<file path="src/timer_pkg.sv">
package timer_pkg;

  // register byte offsets, general-purpose timer
  localparam logic [11:0] off_ctrl      = 12'h000;
  localparam logic [11:0] off_count     = 12'h004;
  localparam logic [11:0] off_load      = 12'h008;
  localparam logic [11:0] off_compare   = 12'h00c;
  localparam logic [11:0] off_capture   = 12'h010;
  localparam logic [11:0] off_status    = 12'h014;
  localparam logic [11:0] off_irq_mask  = 12'h018;
  // synchronized slow counter, read only
  localparam logic [11:0] off_slow_cnt  = 12'h040;

  // control register field positions
  localparam int ctrl_start_bit   = 0;
  localparam int ctrl_reload_bit  = 1;
  localparam int ctrl_cmp_en_bit  = 2;
  localparam int ctrl_cap_en_bit  = 3;
  localparam int ctrl_pwm_bit     = 4;
  localparam int ctrl_gpo_bit     = 5;
  localparam int ctrl_pre_lsb     = 8;
  localparam int ctrl_pre_w       = 4;
  localparam int ctrl_w           = 12;

  // status bit positions
  localparam int st_ovf_bit = 0;
  localparam int st_cmp_bit = 1;
  localparam int st_cap_bit = 2;

  // reset values
  localparam logic [11:0] ctrl_reset    = 12'h000;
  localparam logic [31:0] count_reset   = 32'h0000_0000;
  localparam logic [31:0] load_reset    = 32'h0000_0000;
  localparam logic [31:0] compare_reset = 32'hffff_ffff;
  localparam logic [2:0]  mask_reset    = 3'h0;
  localparam logic [31:0] slow_reset    = 32'h0000_0000;

  // prescaler exponent limit
  localparam logic [3:0] pre_max = 4'h8;

  // bus access states
  typedef enum logic [2:0] {
    bus_idle   = 3'b001,
    bus_access = 3'b010,
    bus_done   = 3'b100
  } bus_state_e;

endpackage : timer_pkg

</file>
<file path="src/gp_timer.sv">
`timescale 1ns/10ps

//////////////////////////////////////////////////////////////////////////////
//////////////////////////////////////////////////////////////////////////////

module gp_timer
#(
  parameter int addr_w = 10
)
(
  // clock and reset
  input  wire logic              core_clk,
  input  wire logic              reset_n,
  // apb slave
  input  wire logic              psel,
  input  wire logic              penable,
  input  wire logic              pwrite,
  input  wire logic [addr_w-1:0] paddr,
  input  wire logic [31:0]       pwdata,
  input  wire logic [3:0]        pstrb,
  output logic [31:0]            prdata,
  output logic                   pready,
  output logic                   pslverr,
  // count clock tick from the clock manager
  input  wire logic              count_tick,
  // slow clock pin
  input  wire logic              slow_clk,
  // capture trigger and outputs
  input  wire logic              capture_in,
  output logic                   trigger_out,
  output logic                   gp_out,
  output logic                   irq
);

  //////////////////////////////////////////////////////////////////////////
  // registers

  logic [timer_pkg::ctrl_w-1:0] ctrl;
  logic [31:0]                  count;
  logic [31:0]                  load_value;
  logic [31:0]                  compare_value;
  logic [31:0]                  capture_value;
  logic [2:0]                   status;
  logic [2:0]                   irq_mask;
  logic [31:0]                  slow_count;
  logic [8:0]                   pre_cnt;
  logic                         stopped;

  timer_pkg::bus_state_e        bus_state;

  logic       start_en;
  logic       reload_en;
  logic       cmp_en;
  logic       cap_en;
  logic       pwm_en;
  logic [3:0] pre_sel;

  assign start_en  = ctrl[timer_pkg::ctrl_start_bit];
  assign reload_en = ctrl[timer_pkg::ctrl_reload_bit];
  assign cmp_en    = ctrl[timer_pkg::ctrl_cmp_en_bit];
  assign cap_en    = ctrl[timer_pkg::ctrl_cap_en_bit];
  assign pwm_en    = ctrl[timer_pkg::ctrl_pwm_bit];
  assign pre_sel   = ctrl[timer_pkg::ctrl_pre_lsb +: timer_pkg::ctrl_pre_w];

  //////////////////////////////////////////////////////////////////////////
  // slow counter

  slow_counter u_slow
  (
    .core_clk   (core_clk),
    .reset_n    (reset_n),
    .slow_clk   (slow_clk),
    .slow_count (slow_count)
  );

  //////////////////////////////////////////////////////////////////////////
  // capture pin sampler, rising edge detect on agreed stages

  logic cap_a;
  logic cap_b;
  logic cap_c;
  logic cap_level;
  logic cap_rise;

  always_ff @(posedge core_clk)
  begin
    if (!reset_n)
    begin
      cap_a <= 1'b0;
      cap_b <= 1'b0;
      cap_c <= 1'b0;
      cap_level <= 1'b0;
    end
    else
    begin
      cap_a <= capture_in;
      cap_b <= cap_a;
      cap_c <= cap_b;
      if (cap_b == cap_c)
        cap_level <= cap_c;
    end
  end

  assign cap_rise = (cap_b == cap_c) && cap_c && !cap_level;

  //////////////////////////////////////////////////////////////////////////
  // bus decode

  logic       setup;
  logic       wr_take;
  logic       word_sel;
  logic       valid_sz;
  logic       known;
  logic [31:0] wmask;
  logic [11:0] byte_addr;

  assign byte_addr = {{(12 - addr_w){1'b0}}, paddr};
  assign setup     = psel && !penable && (bus_state == timer_pkg::bus_idle);
  // only full words or aligned halves are accepted for writes
  assign valid_sz  = (pstrb == 4'hf) || (pstrb == 4'h3) || (pstrb == 4'hc);
  assign word_sel  = (byte_addr[1:0] == 2'b00);
  assign wmask     = {{16{pstrb[3]}}, {16{pstrb[0]}}};
  assign known     = (byte_addr == timer_pkg::off_ctrl) ||
                     (byte_addr == timer_pkg::off_count) ||
                     (byte_addr == timer_pkg::off_load) ||
                     (byte_addr == timer_pkg::off_compare) ||
                     (byte_addr == timer_pkg::off_capture) ||
                     (byte_addr == timer_pkg::off_status) ||
                     (byte_addr == timer_pkg::off_irq_mask) ||
                     (byte_addr == timer_pkg::off_slow_cnt);

  // one wait state: setup, access, then pready in the done state
  always_ff @(posedge core_clk)
  begin
    if (!reset_n)
      bus_state <= timer_pkg::bus_idle;
    else
    begin
      case (bus_state)
        timer_pkg::bus_idle:
          if (setup)
            bus_state <= timer_pkg::bus_access;
        timer_pkg::bus_access:
          bus_state <= timer_pkg::bus_done;
        timer_pkg::bus_done:
          bus_state <= timer_pkg::bus_idle;
        default:
          bus_state <= timer_pkg::bus_idle;
      endcase
    end
  end

  // write commits in the access cycle just before pready is raised
  assign wr_take = (bus_state == timer_pkg::bus_access) && psel && penable && pwrite &&
                   word_sel && valid_sz;

  always_ff @(posedge core_clk)
  begin
    if (!reset_n)
    begin
      pready  <= 1'b0;
      pslverr <= 1'b0;
      prdata  <= 32'h0000_0000;
    end
    else if (bus_state == timer_pkg::bus_access)
    begin
      pready  <= 1'b1;
      // slow counter writes end quietly; bad size or hole is an error
      pslverr <= !known || !word_sel || (pwrite && !valid_sz);
      prdata  <= 32'h0000_0000;
      if (!pwrite)
      begin
        case (byte_addr)
          timer_pkg::off_ctrl:     prdata <= {20'h00000, ctrl};
          timer_pkg::off_count:    prdata <= count;
          timer_pkg::off_load:     prdata <= load_value;
          timer_pkg::off_compare:  prdata <= compare_value;
          timer_pkg::off_capture:  prdata <= capture_value;
          timer_pkg::off_status:   prdata <= {29'h0000_0000, status};
          timer_pkg::off_irq_mask: prdata <= {29'h0000_0000, irq_mask};
          timer_pkg::off_slow_cnt: prdata <= slow_count;
          default:                 prdata <= 32'h0000_0000;
        endcase
      end
    end
    else
    begin
      pready  <= 1'b0;
      pslverr <= 1'b0;
    end
  end

  //////////////////////////////////////////////////////////////////////////
  // control registers

  always_ff @(posedge core_clk)
  begin
    if (!reset_n)
      ctrl <= timer_pkg::ctrl_reset;
    else if (wr_take && byte_addr == timer_pkg::off_ctrl)
      ctrl <= (ctrl & ~wmask[11:0]) | (pwdata[11:0] & wmask[11:0]);
  end

  always_ff @(posedge core_clk)
  begin
    if (!reset_n)
    begin
      load_value    <= timer_pkg::load_reset;
      compare_value <= timer_pkg::compare_reset;
      irq_mask      <= timer_pkg::mask_reset;
    end
    else if (wr_take)
    begin
      if (byte_addr == timer_pkg::off_load)
        load_value <= (load_value & ~wmask) | (pwdata & wmask);
      if (byte_addr == timer_pkg::off_compare)
        compare_value <= (compare_value & ~wmask) | (pwdata & wmask);
      if (byte_addr == timer_pkg::off_irq_mask)
        irq_mask <= (irq_mask & ~wmask[2:0]) | (pwdata[2:0] & wmask[2:0]);
    end
  end

  //////////////////////////////////////////////////////////////////////////
  // prescaler and counter

  logic [8:0] pre_limit;
  logic       pre_hit;
  logic       step;
  logic       ovf;

  // exponents above 8 saturate at 9 (limit 0x1ff, divide by 512)
  assign pre_limit = (pre_sel > timer_pkg::pre_max) ? 9'h1ff :
                     9'((10'h001 << pre_sel) - 10'h001);
  assign pre_hit   = (pre_cnt >= pre_limit);
  // count_tick is the selected count clock as an enable from outside
  assign step      = start_en && !stopped && count_tick && pre_hit;
  assign ovf       = step && (count == 32'hffff_ffff);

  always_ff @(posedge core_clk)
  begin
    if (!reset_n)
      pre_cnt <= 9'h000;
    else if (!start_en)
      pre_cnt <= 9'h000;
    else if (count_tick)
      pre_cnt <= pre_hit ? 9'h000 : pre_cnt + 9'h001;
  end

  // load value of 0xffffffe0 at 32768 Hz with n=0 gives a 32-tick period, about 0.98 ms
  always_ff @(posedge core_clk)
  begin
    if (!reset_n)
    begin
      count   <= timer_pkg::count_reset;
      stopped <= 1'b0;
    end
    else if (wr_take && byte_addr == timer_pkg::off_count)
    begin
      count   <= (count & ~wmask) | (pwdata & wmask);
      stopped <= 1'b0;
    end
    else if (ovf)
    begin
      if (reload_en)
        count <= load_value;
      else
      begin
        count   <= 32'h0000_0000;
        stopped <= 1'b1;
      end
    end
    else if (step)
      count <= count + 32'h0000_0001;
  end

  //////////////////////////////////////////////////////////////////////////
  // compare, capture and status

  logic cmp_hit;

  assign cmp_hit = cmp_en && step && (count + 32'h0000_0001 == compare_value);

  always_ff @(posedge core_clk)
  begin
    if (!reset_n)
      capture_value <= 32'h0000_0000;
    else if (cap_en && cap_rise)
      capture_value <= count;
  end

  // write one to clear; a new event in the same cycle wins
  always_ff @(posedge core_clk)
  begin
    if (!reset_n)
      status <= 3'h0;
    else
    begin
      status[timer_pkg::st_ovf_bit] <= ovf ||
        (status[timer_pkg::st_ovf_bit] &&
         !(wr_take && byte_addr == timer_pkg::off_status && pwdata[timer_pkg::st_ovf_bit]));
      status[timer_pkg::st_cmp_bit] <= cmp_hit ||
        (status[timer_pkg::st_cmp_bit] &&
         !(wr_take && byte_addr == timer_pkg::off_status && pwdata[timer_pkg::st_cmp_bit]));
      status[timer_pkg::st_cap_bit] <= (cap_en && cap_rise) ||
        (status[timer_pkg::st_cap_bit] &&
         !(wr_take && byte_addr == timer_pkg::off_status && pwdata[timer_pkg::st_cap_bit]));
    end
  end

  //////////////////////////////////////////////////////////////////////////
  // outputs

  always_ff @(posedge core_clk)
  begin
    if (!reset_n)
    begin
      irq         <= 1'b0;
      gp_out      <= 1'b0;
      trigger_out <= 1'b0;
    end
    else
    begin
      irq    <= |(status & irq_mask);
      gp_out <= ctrl[timer_pkg::ctrl_gpo_bit];
      // pwm: set on overflow, cleared on compare, overflow wins; else pulse on either
      if (pwm_en)
      begin
        if (ovf)
          trigger_out <= 1'b1;
        else if (cmp_hit)
          trigger_out <= 1'b0;
      end
      else
        trigger_out <= ovf || cmp_hit;
    end
  end

endmodule : gp_timer

</file>
<file path="src/slow_counter.sv">
`timescale 1ns/10ps

// counts falling edges of the slow clock seen through a three-stage sampler
module slow_counter
(
  // clock and reset
  input  wire logic        core_clk,
  input  wire logic        reset_n,
  // slow clock pin
  input  wire logic        slow_clk,
  // counter value
  output logic [31:0]      slow_count
);

  logic sync_a;
  logic sync_b;
  logic sync_c;
  logic level;

  always_ff @(posedge core_clk)
  begin
    if (!reset_n)
    begin
      sync_a <= 1'b0;
      sync_b <= 1'b0;
      sync_c <= 1'b0;
    end
    else
    begin
      sync_a <= slow_clk;
      sync_b <= sync_a;
      sync_c <= sync_b;
    end
  end

  // filtered level changes only when the last two stages agree
  always_ff @(posedge core_clk)
  begin
    if (!reset_n)
      level <= 1'b0;
    else if (sync_b == sync_c)
      level <= sync_c;
  end

  // free-running, wraps to zero past the top; no start needed
  always_ff @(posedge core_clk)
  begin
    if (!reset_n)
      slow_count <= timer_pkg::slow_reset;
    else if (level && (sync_b == sync_c) && !sync_c)
      slow_count <= slow_count + 32'h0000_0001;
  end

endmodule : slow_counter

</file>
<file path="config.mk">
export PLATFORM = sky130hd
export DESIGN_NAME = gp_timer
export DESIGN_NICKNAME = d
export VERILOG_FILES = /design/src/timer_pkg.sv /design/src/gp_timer.sv /design/src/slow_counter.sv
export SDC_FILE = /design/constraint.sdc
export NUM_CORES = 1
export LEC_CHECK = 0
export BUFFER_PORTS_ARGS = -buffer_cell sky130_fd_sc_hd__buf_2
export CAP_MARGIN = 20
export CORE_ASPECT_RATIO = 1.5
export CORE_MARGIN = 2
export CORE_UTILIZATION = 50
export DETAILED_ROUTE_END_ITERATION = 8
export GPL_TIMING_DRIVEN = 0
export PLACE_DENSITY = 0.74
export SLEW_MARGIN = 20
export SYNTH_ARGS = -nofsm -noshare
export SYNTH_HDL_FRONTEND = slang
export SYNTH_HIERARCHICAL = 1
export SYNTH_SLANG_ARGS = --single-unit
</file>
<file path="constraint.sdc">
create_clock -name core_clk -period 4.9 [get_ports core_clk]
set_input_delay 0.98 -clock core_clk [delete_from_list [all_inputs] [get_ports core_clk]]
set_output_delay 0.98 -clock core_clk [all_outputs]
set_load 0.05 [all_outputs]
</file>
==> results of run 1 <==
## cells by family (layout without fill, tap and decap cells)
logic type               after synthesis  in the layout  share of synthesized area
XOR/XNOR                              74             74                     0.0562
flip-flops                           236            236                      0.384
buffers and inverters                154            286                     0.0519
multiplexers                           6              6                    0.00488
AND/OR/NAND/NOR                      635            635                      0.250
AO/OA/AOI/OAI                        475            475                      0.238
adder cells (fa/ha/maj)               14             14                     0.0142
## cell usage in the layout (no fill, tap or decap), types with 5 or more instances in the layout
cell type | netlist | routed
nand2_1 | 240 | 240
dfxtp_1 | 236 | 236
a21oi_1 | 212 | 210
nor2_1 | 148 | 147
clkbuf_1 | 111 | 113
buf_2 | 15 | 101
o21ai_0 | 68 | 68
nand3_1 | 59 | 58
a22oi_1 | 51 | 51
xor2_1 | 39 | 39
xnor2_1 | 32 | 32
o211ai_1 | 31 | 31
a222oi_1 | 25 | 25
nand4_1 | 25 | 25
clkbuf_16 | 0 | 25
or4_1 | 21 | 21
nor3_1 | 20 | 19
and3_1 | 18 | 18
or3_1 | 16 | 16
a211o_1 | 16 | 16
inv_1 | 15 | 15
and2_1 | 15 | 15
ha_1 | 14 | 14
o21ai_1 | 13 | 13
a31oi_1 | 12 | 12
nand2b_1 | 11 | 11
and4_1 | 11 | 11
o31ai_1 | 11 | 11
nor4_1 | 11 | 10
nor2b_1 | 9 | 9
clkbuf_8 | 0 | 8
mux2i_1 | 6 | 6
clkbuf_2 | 0 | 5
a211oi_1 | 5 | 5
o221ai_1 | 5 | 5
## power by group through the flow
stage               sequential (mW)  combinational, mW  clock (mW)
detailed placement             1.97              0.107           0
global route                   1.92              0.117        2.09
global placement               1.97              0.106           0
floorplan                      1.97             0.0387           0
finish                         1.92              0.112        2.01
CTS                            1.92              0.108        2.01
## repair_timing
action / in CTS / in global routing
endpoints found under the hold margin: 0 / 0
pin swaps: 0 / 0
gates resized for setup: 3 / 13
endpoints found under the setup margin: 12 / 26
## routing by layer
layer  routed length, microns  global-route usage  up-vias
met5                        0                   0        -
met4                     4830               0.290        0
met3                     3950              0.0530      257
met2                    22800               0.629      755
met1                    17600               0.419     6085
li1                         -                   -     5947
## metrics by stage
stage               std cells  setup slack [ns]
floorplan                1594              1.05
global placement         2004            -0.503
detailed placement       2005            -0.545
CTS                      2050             0.102
global route             2050            0.0395
finish                   2050             0.340
## area by class of cell
| class | instances | area, sq um |
|---|---|---|
| buffer | 137 | 581 |
| clock buffer | 40 | 762 |
| clock inverter | 5 | 95.1 |
| fill | 2322 | 10200 |
| inverter | 17 | 63.8 |
| multi-input combinational | 1204 | 6980 |
| sequential | 236 | 4720 |
| tap | 324 | 405 |
| timing repair buffer | 87 | 438 |
## worst max-delay path by stage
stage	end	slack [ns]	depth (start not counted)
5_1_grt	flop	0.04	18
2_1_floorplan	flop	1.05	17
4_1_cts	flop	0.10	18
3_5_place_dp	flop	-0.54	18
6_report	flop	0.34	17
3_3_place_gp	flop	-0.50	18
==> flow_metrics.env, run 1 <==
export IMPL_cap_violations=0
export IMPL_hold_class="reg2reg"
export IMPL_leakagePower_nw=4.90
export IMPL_total_power_mw=4.04
export IMPL_wl_per_cell_microns=24.0
export IMPL_worst_path_buf_inv=3
export IMPL_path_cells="clkbuf_1, or4_1, ha_1, clkbuf_1, nor2b_1, a21oi_1, o21ai_0, ha_1, nand2_1, or3_1, a21oi_4, nand3_4, nor2_2, clkbuf_2, a211o_1, o211ai_1, a21oi_1"
export IMPL_cp_top_family="simple AND/OR/NAND/NOR gates"
export IMPL_cts_setup_buffers=0
export IMPL_clk_pin_slew_ns=0.06
export IMPL_synthesis_nets=1662
export IMPL_ant_nets=0
export IMPL_slew_headroom=0.360
export IMPL_hold_buffers=0
export IMPL_avgSynthCellArea_sq_um=7.72
export IMPL_nets=1776
export IMPL_holdCritStartpoint="u_slow/sync_a"
export IMPL_layout_drive_gt1_share=0.104
export IMPL_worstSetupStartpointType="flop"
export IMPL_dpl_cell_area_sq_mm=0.0132
export IMPL_diodes=0
export IMPL_synth_most_common_cell="nand2_1"
export IMPL_viasPerCell=6.36
export IMPL_core_sq_mm=0.0243
export IMPL_period_needed_ns=4.56
export IMPL_ys_ff_latch=236
export IMPL_synthesis_area_sq_mm=0.0123
export IMPL_pwr_share_comb=0.028
export IMPL_critPathRequiredTime_ns=5.37
export IMPL_synth_area_top_cells="dfxtp_1 38%, a21oi_1 8.6%, nand2_1 7.3%"
export IMPL_fmax_ghz=0.219
export IMPL_period_share=0.931
export IMPL_grt_max_degree=14
export IMPL_grt_pass1_wl_mm=73.6
export IMPL_area_delta_synth_final_pct=14.3
export IMPL_clkLatencyLatePin_ns=0.57
export IMPL_synthFlopType="dfxtp_1"
export IMPL_drc_errors=0
export IMPL_drtIter0Drc=1657
export IMPL_r2r_cells=17
export IMPL_die_area_sq_mm=0.0259
export IMPL_path_max_fanout=10
export IMPL_vdd_drop_max_mv=0.279
export IMPL_finClkSkew_ns=0.0176
export IMPL_synthCells=1594
export IMPL_fin_util=0.579
export IMPL_crit_arrival_ns=5.03
export IMPL_p_seq_frac=0.475
export IMPL_finalSetupViolCount=0
export IMPL_hold_viol_final=0
export IMPL_p_per_area_mw_per_mm2=288
export IMPL_drtPass1Iterations=8
export IMPL_cts_path_max_buffers=3
export IMPL_finalMaxSlewViolations=0
export IMPL_clkPwrFrac=0.497
export IMPL_place_port_buffers=86
export IMPL_min_to="u_slow/sync_b"
export IMPL_crit_path_end_kind="flop"
export IMPL_power_net_switching_mw=0.924
export IMPL_synth_edf_count=0
export IMPL_cts_tree="done"
export IMPL_num_rows=70
export IMPL_initial_core_util=0.507
export IMPL_fp_dieH_microns=196
export IMPL_timing_hold_ws_ns=0.438
export IMPL_ioPinCount=91
export IMPL_yosysTopAreaCell="dfxtp_1"
export IMPL_numCtsBuffers=25
export IMPL_synth_top_cells_by_count="240 x nand2_1, 236 x dfxtp_1, 212 x a21oi_1"
export IMPL_cts_root_buffer="clkbuf_16"
export IMPL_synth_top_area_frac=0.384
export IMPL_critPathKind="reg2reg"
export IMPL_p_sw_frac=0.228
export IMPL_slowest_delay_ns=0.52
export IMPL_status="complete, no violations"
export IMPL_wirelength_mm=49.1
export IMPL_grt_pass1_vias=12286
export IMPL_async_reset_ff_frac=0
export IMPL_worstMarginPinSlew_ns=0.959
export IMPL_yosysUniqueCellTypes=73
export IMPL_min_path_cells=1
export IMPL_intPower_mw=3.12
export IMPL_antenna_found_initial=0
export IMPL_rsz0062_at_grt="false"
export IMPL_num_vias=13044
export IMPL_grt_use_total=0.372
export IMPL_gp_congestion=0.998
export IMPL_dp_hpwl_mm=36.9
export IMPL_setup_tns_ns=0
export IMPL_htree_levels=1
export IMPL_ys_warn_count=6
export IMPL_slowest_stage="or4_1"
export IMPL_clock_sinks=236
export IMPL_overflow=0
export IMPL_stdcell_area_sq_mm=0.0141
export IMPL_die_x_microns=132
export IMPL_seq_area_frac_synth=0.384
export IMPL_ff2ff_setup_slack_ns=0.34
Power figures use the tool's default switching activity.
==> run 2: changes to the inputs <==
--- a/config.mk
+++ b/config.mk
@@ -13,6 +13,7 @@
 export DETAILED_ROUTE_END_ITERATION = 8
 export GPL_TIMING_DRIVEN = 0
 export PLACE_DENSITY = 0.74
+export RECOVER_POWER = 25
 export SLEW_MARGIN = 20
 export SYNTH_ARGS = -nofsm -noshare
 export SYNTH_HDL_FRONTEND = slang
==> run 2 against run 1 <==
Compared with the run above:
- final cell count did not move
- register-to-register slack barely moved
- clock skew fell by 0.00054 ns
- non-clock buffer count did not move
- critical path type unchanged
- highest routed layer unchanged
==> flow_metrics.env, run 2 (synthesis results as in run 1) <==
export IMPL_initial_core_util=0.507
export IMPL_timing_final_ws_setup_ns=0.338
export IMPL_fp_dieH_microns=196
export IMPL_setup_tns_ns=0
export IMPL_place_port_buffers=86
export IMPL_overflow=0
export IMPL_dp_hpwl_mm=36.9
export IMPL_finalSetupViolCount=0
export IMPL_htree_levels=1
export IMPL_slowest_delay_ns=0.52
export IMPL_rsz0062_at_grt="false"
export IMPL_min_path_cells=1
export IMPL_hold_buffers=0
export IMPL_status="complete, no violations"
export IMPL_drtPass1Iterations=9
export IMPL_finClkSkew_ns=0.0171
export IMPL_grt_use_total=0.372
export IMPL_wl_per_cell_microns=24.0
export IMPL_path_cells="clkbuf_1, or4_1, ha_1, clkbuf_1, nor2b_1, a21oi_1, o21ai_0, ha_1, nand2_1, or3_1, a21oi_4, nand3_4, nor2_2, clkbuf_2, a211o_1, o211ai_1, a21oi_1"
export IMPL_clkPwrFrac=0.496
export IMPL_fin_util=0.579
export IMPL_die_area_sq_mm=0.0259
export IMPL_numCtsBuffers=25
export IMPL_nets=1776
export IMPL_cts_root_buffer="clkbuf_16"
export IMPL_pwr_share_comb=0.028
export IMPL_intPower_mw=3.12
export IMPL_grt_pass1_vias=12286
export IMPL_p_sw_frac=0.228
export IMPL_cts_setup_buffers=0
export IMPL_layout_commonest_cell="nand2_1"
export IMPL_num_rows=70
export IMPL_nFillCells=2329
export IMPL_clk_pin_slew_ns=0.06
export IMPL_cts_tree="done"
export IMPL_critPathRequiredTime_ns=5.37
export IMPL_grt_pass1_wl_mm=73.6
export IMPL_stdcell_area_sq_mm=0.0140
export IMPL_hold_viol_final=0
export IMPL_ff2ff_setup_slack_ns=0.34
export IMPL_final_cell_mix="240 x nand2_1, 236 x dfxtp_1, 210 x a21oi_1"
export IMPL_period_needed_ns=4.56
export IMPL_viasPerCell=6.38
export IMPL_num_vias=13079
export IMPL_clock_sinks=236
export IMPL_drc_errors=0
export IMPL_antenna_found_initial=0
export IMPL_leakagePower_nw=4.85
export IMPL_clkLatencyLatePin_ns=0.57
export IMPL_r2r_cells=17
export IMPL_diodes=0
export IMPL_drtIter0Drc=1656
export IMPL_cp_top_family="simple AND/OR/NAND/NOR gates"
export IMPL_worstMarginPinSlew_ns=0.957
export IMPL_place_ws_ns=-0.545
export IMPL_crit_path_end_kind="flop"
export IMPL_critPathKind="reg2reg"
export IMPL_vdd_drop_max_mv=0.279
export IMPL_gp_congestion=0.998
export IMPL_min_to="u_slow/sync_b"
export IMPL_path_max_fanout=10
export IMPL_cts_path_max_buffers=3
export IMPL_p_per_area_mw_per_mm2=288
export IMPL_crit_arrival_ns=5.03
export IMPL_grt_max_degree=14
export IMPL_ant_nets=0
export IMPL_die_x_microns=132
export IMPL_slowest_stage="or4_1"
export IMPL_layout_drive_gt1_share=0.0973
export IMPL_worst_path_buf_inv=3
export IMPL_wirelength_mm=49.2
export IMPL_power_net_switching_mw=0.921
export IMPL_worstSetupStartpointType="flop"
export IMPL_p_seq_frac=0.476
export IMPL_finalMaxSlewViolations=0
export IMPL_period_share=0.931
export IMPL_holdCritStartpoint="u_slow/sync_a"
export IMPL_area_delta_synth_final_pct=14.1
export IMPL_hold_class="reg2reg"
export IMPL_core_sq_mm=0.0243
export IMPL_cap_violations=0
export IMPL_dpl_cell_area_sq_mm=0.0132
export IMPL_slew_headroom=0.362
export IMPL_ioPinCount=91
export IMPL_cts_resized=3
export IMPL_fmax_ghz=0.219
-- run 2: changes by cell type in the layout (fill, tap and decap cells not counted) --
cell	previous run	this run
inv_1	15	16
inv_2	2	1
and2_1	15	9
buf_2	101	90
and2_0	2	8
clkbuf_1	113	124
-- run 2: how the worst max path moves through the flow --
stage / cells past startpoint / startpoint / to
6_report: 17 / flop / flop
5_1_grt: 18 / flop / flop
2_1_floorplan: 17 / flop / flop
4_1_cts: 18 / flop / flop
3_3_place_gp: 18 / flop / flop
3_5_place_dp: 18 / flop / flop
-- run 2: power groups by stage --
stage          logic (mW)  clock network, mW  registers (mW)
6_report            0.112               2.01            1.92
5_1_grt             0.117               2.09            1.92
4_1_cts             0.108               2.01            1.92
3_5_place_dp        0.107                  0            1.97
3_3_place_gp        0.106                  0            1.97
2_1_floorplan      0.0387                  0            1.97
-- run 2: final cells by class --
cell class | count | area [sq um] | area share
Sequential cell | 236 | 4720 | 0.337
Buffer | 137 | 581 | 0.0414
Clock inverter | 5 | 95.1 | 0.00677
Inverter | 17 | 63.8 | 0.00455
Tap cell | 324 | 405 | 0.0289
Clock buffer | 40 | 762 | 0.0543
Timing Repair Buffer | 87 | 424 | 0.0302
Multi-Input combinational cell | 1204 | 6980 | 0.497
-- run 2: stage by stage --
stage	hold slack [ns]	std cells	total power, mW
after floorplan	0.412	1594	2.00
after global placement	0.416	2004	2.07
after detailed placement	0.423	2005	2.07
after CTS	0.440	2050	4.04
after global routing	0.470	2050	4.13
final	0.439	2050	4.04
-- run 2: metal layers --
metal | wire length, microns | track usage
met3 | 3880 | 0.0530
met1 | 17700 | 0.419
met2 | 22900 | 0.629
met5 | 0 | 0
met4 | 4710 | 0.290
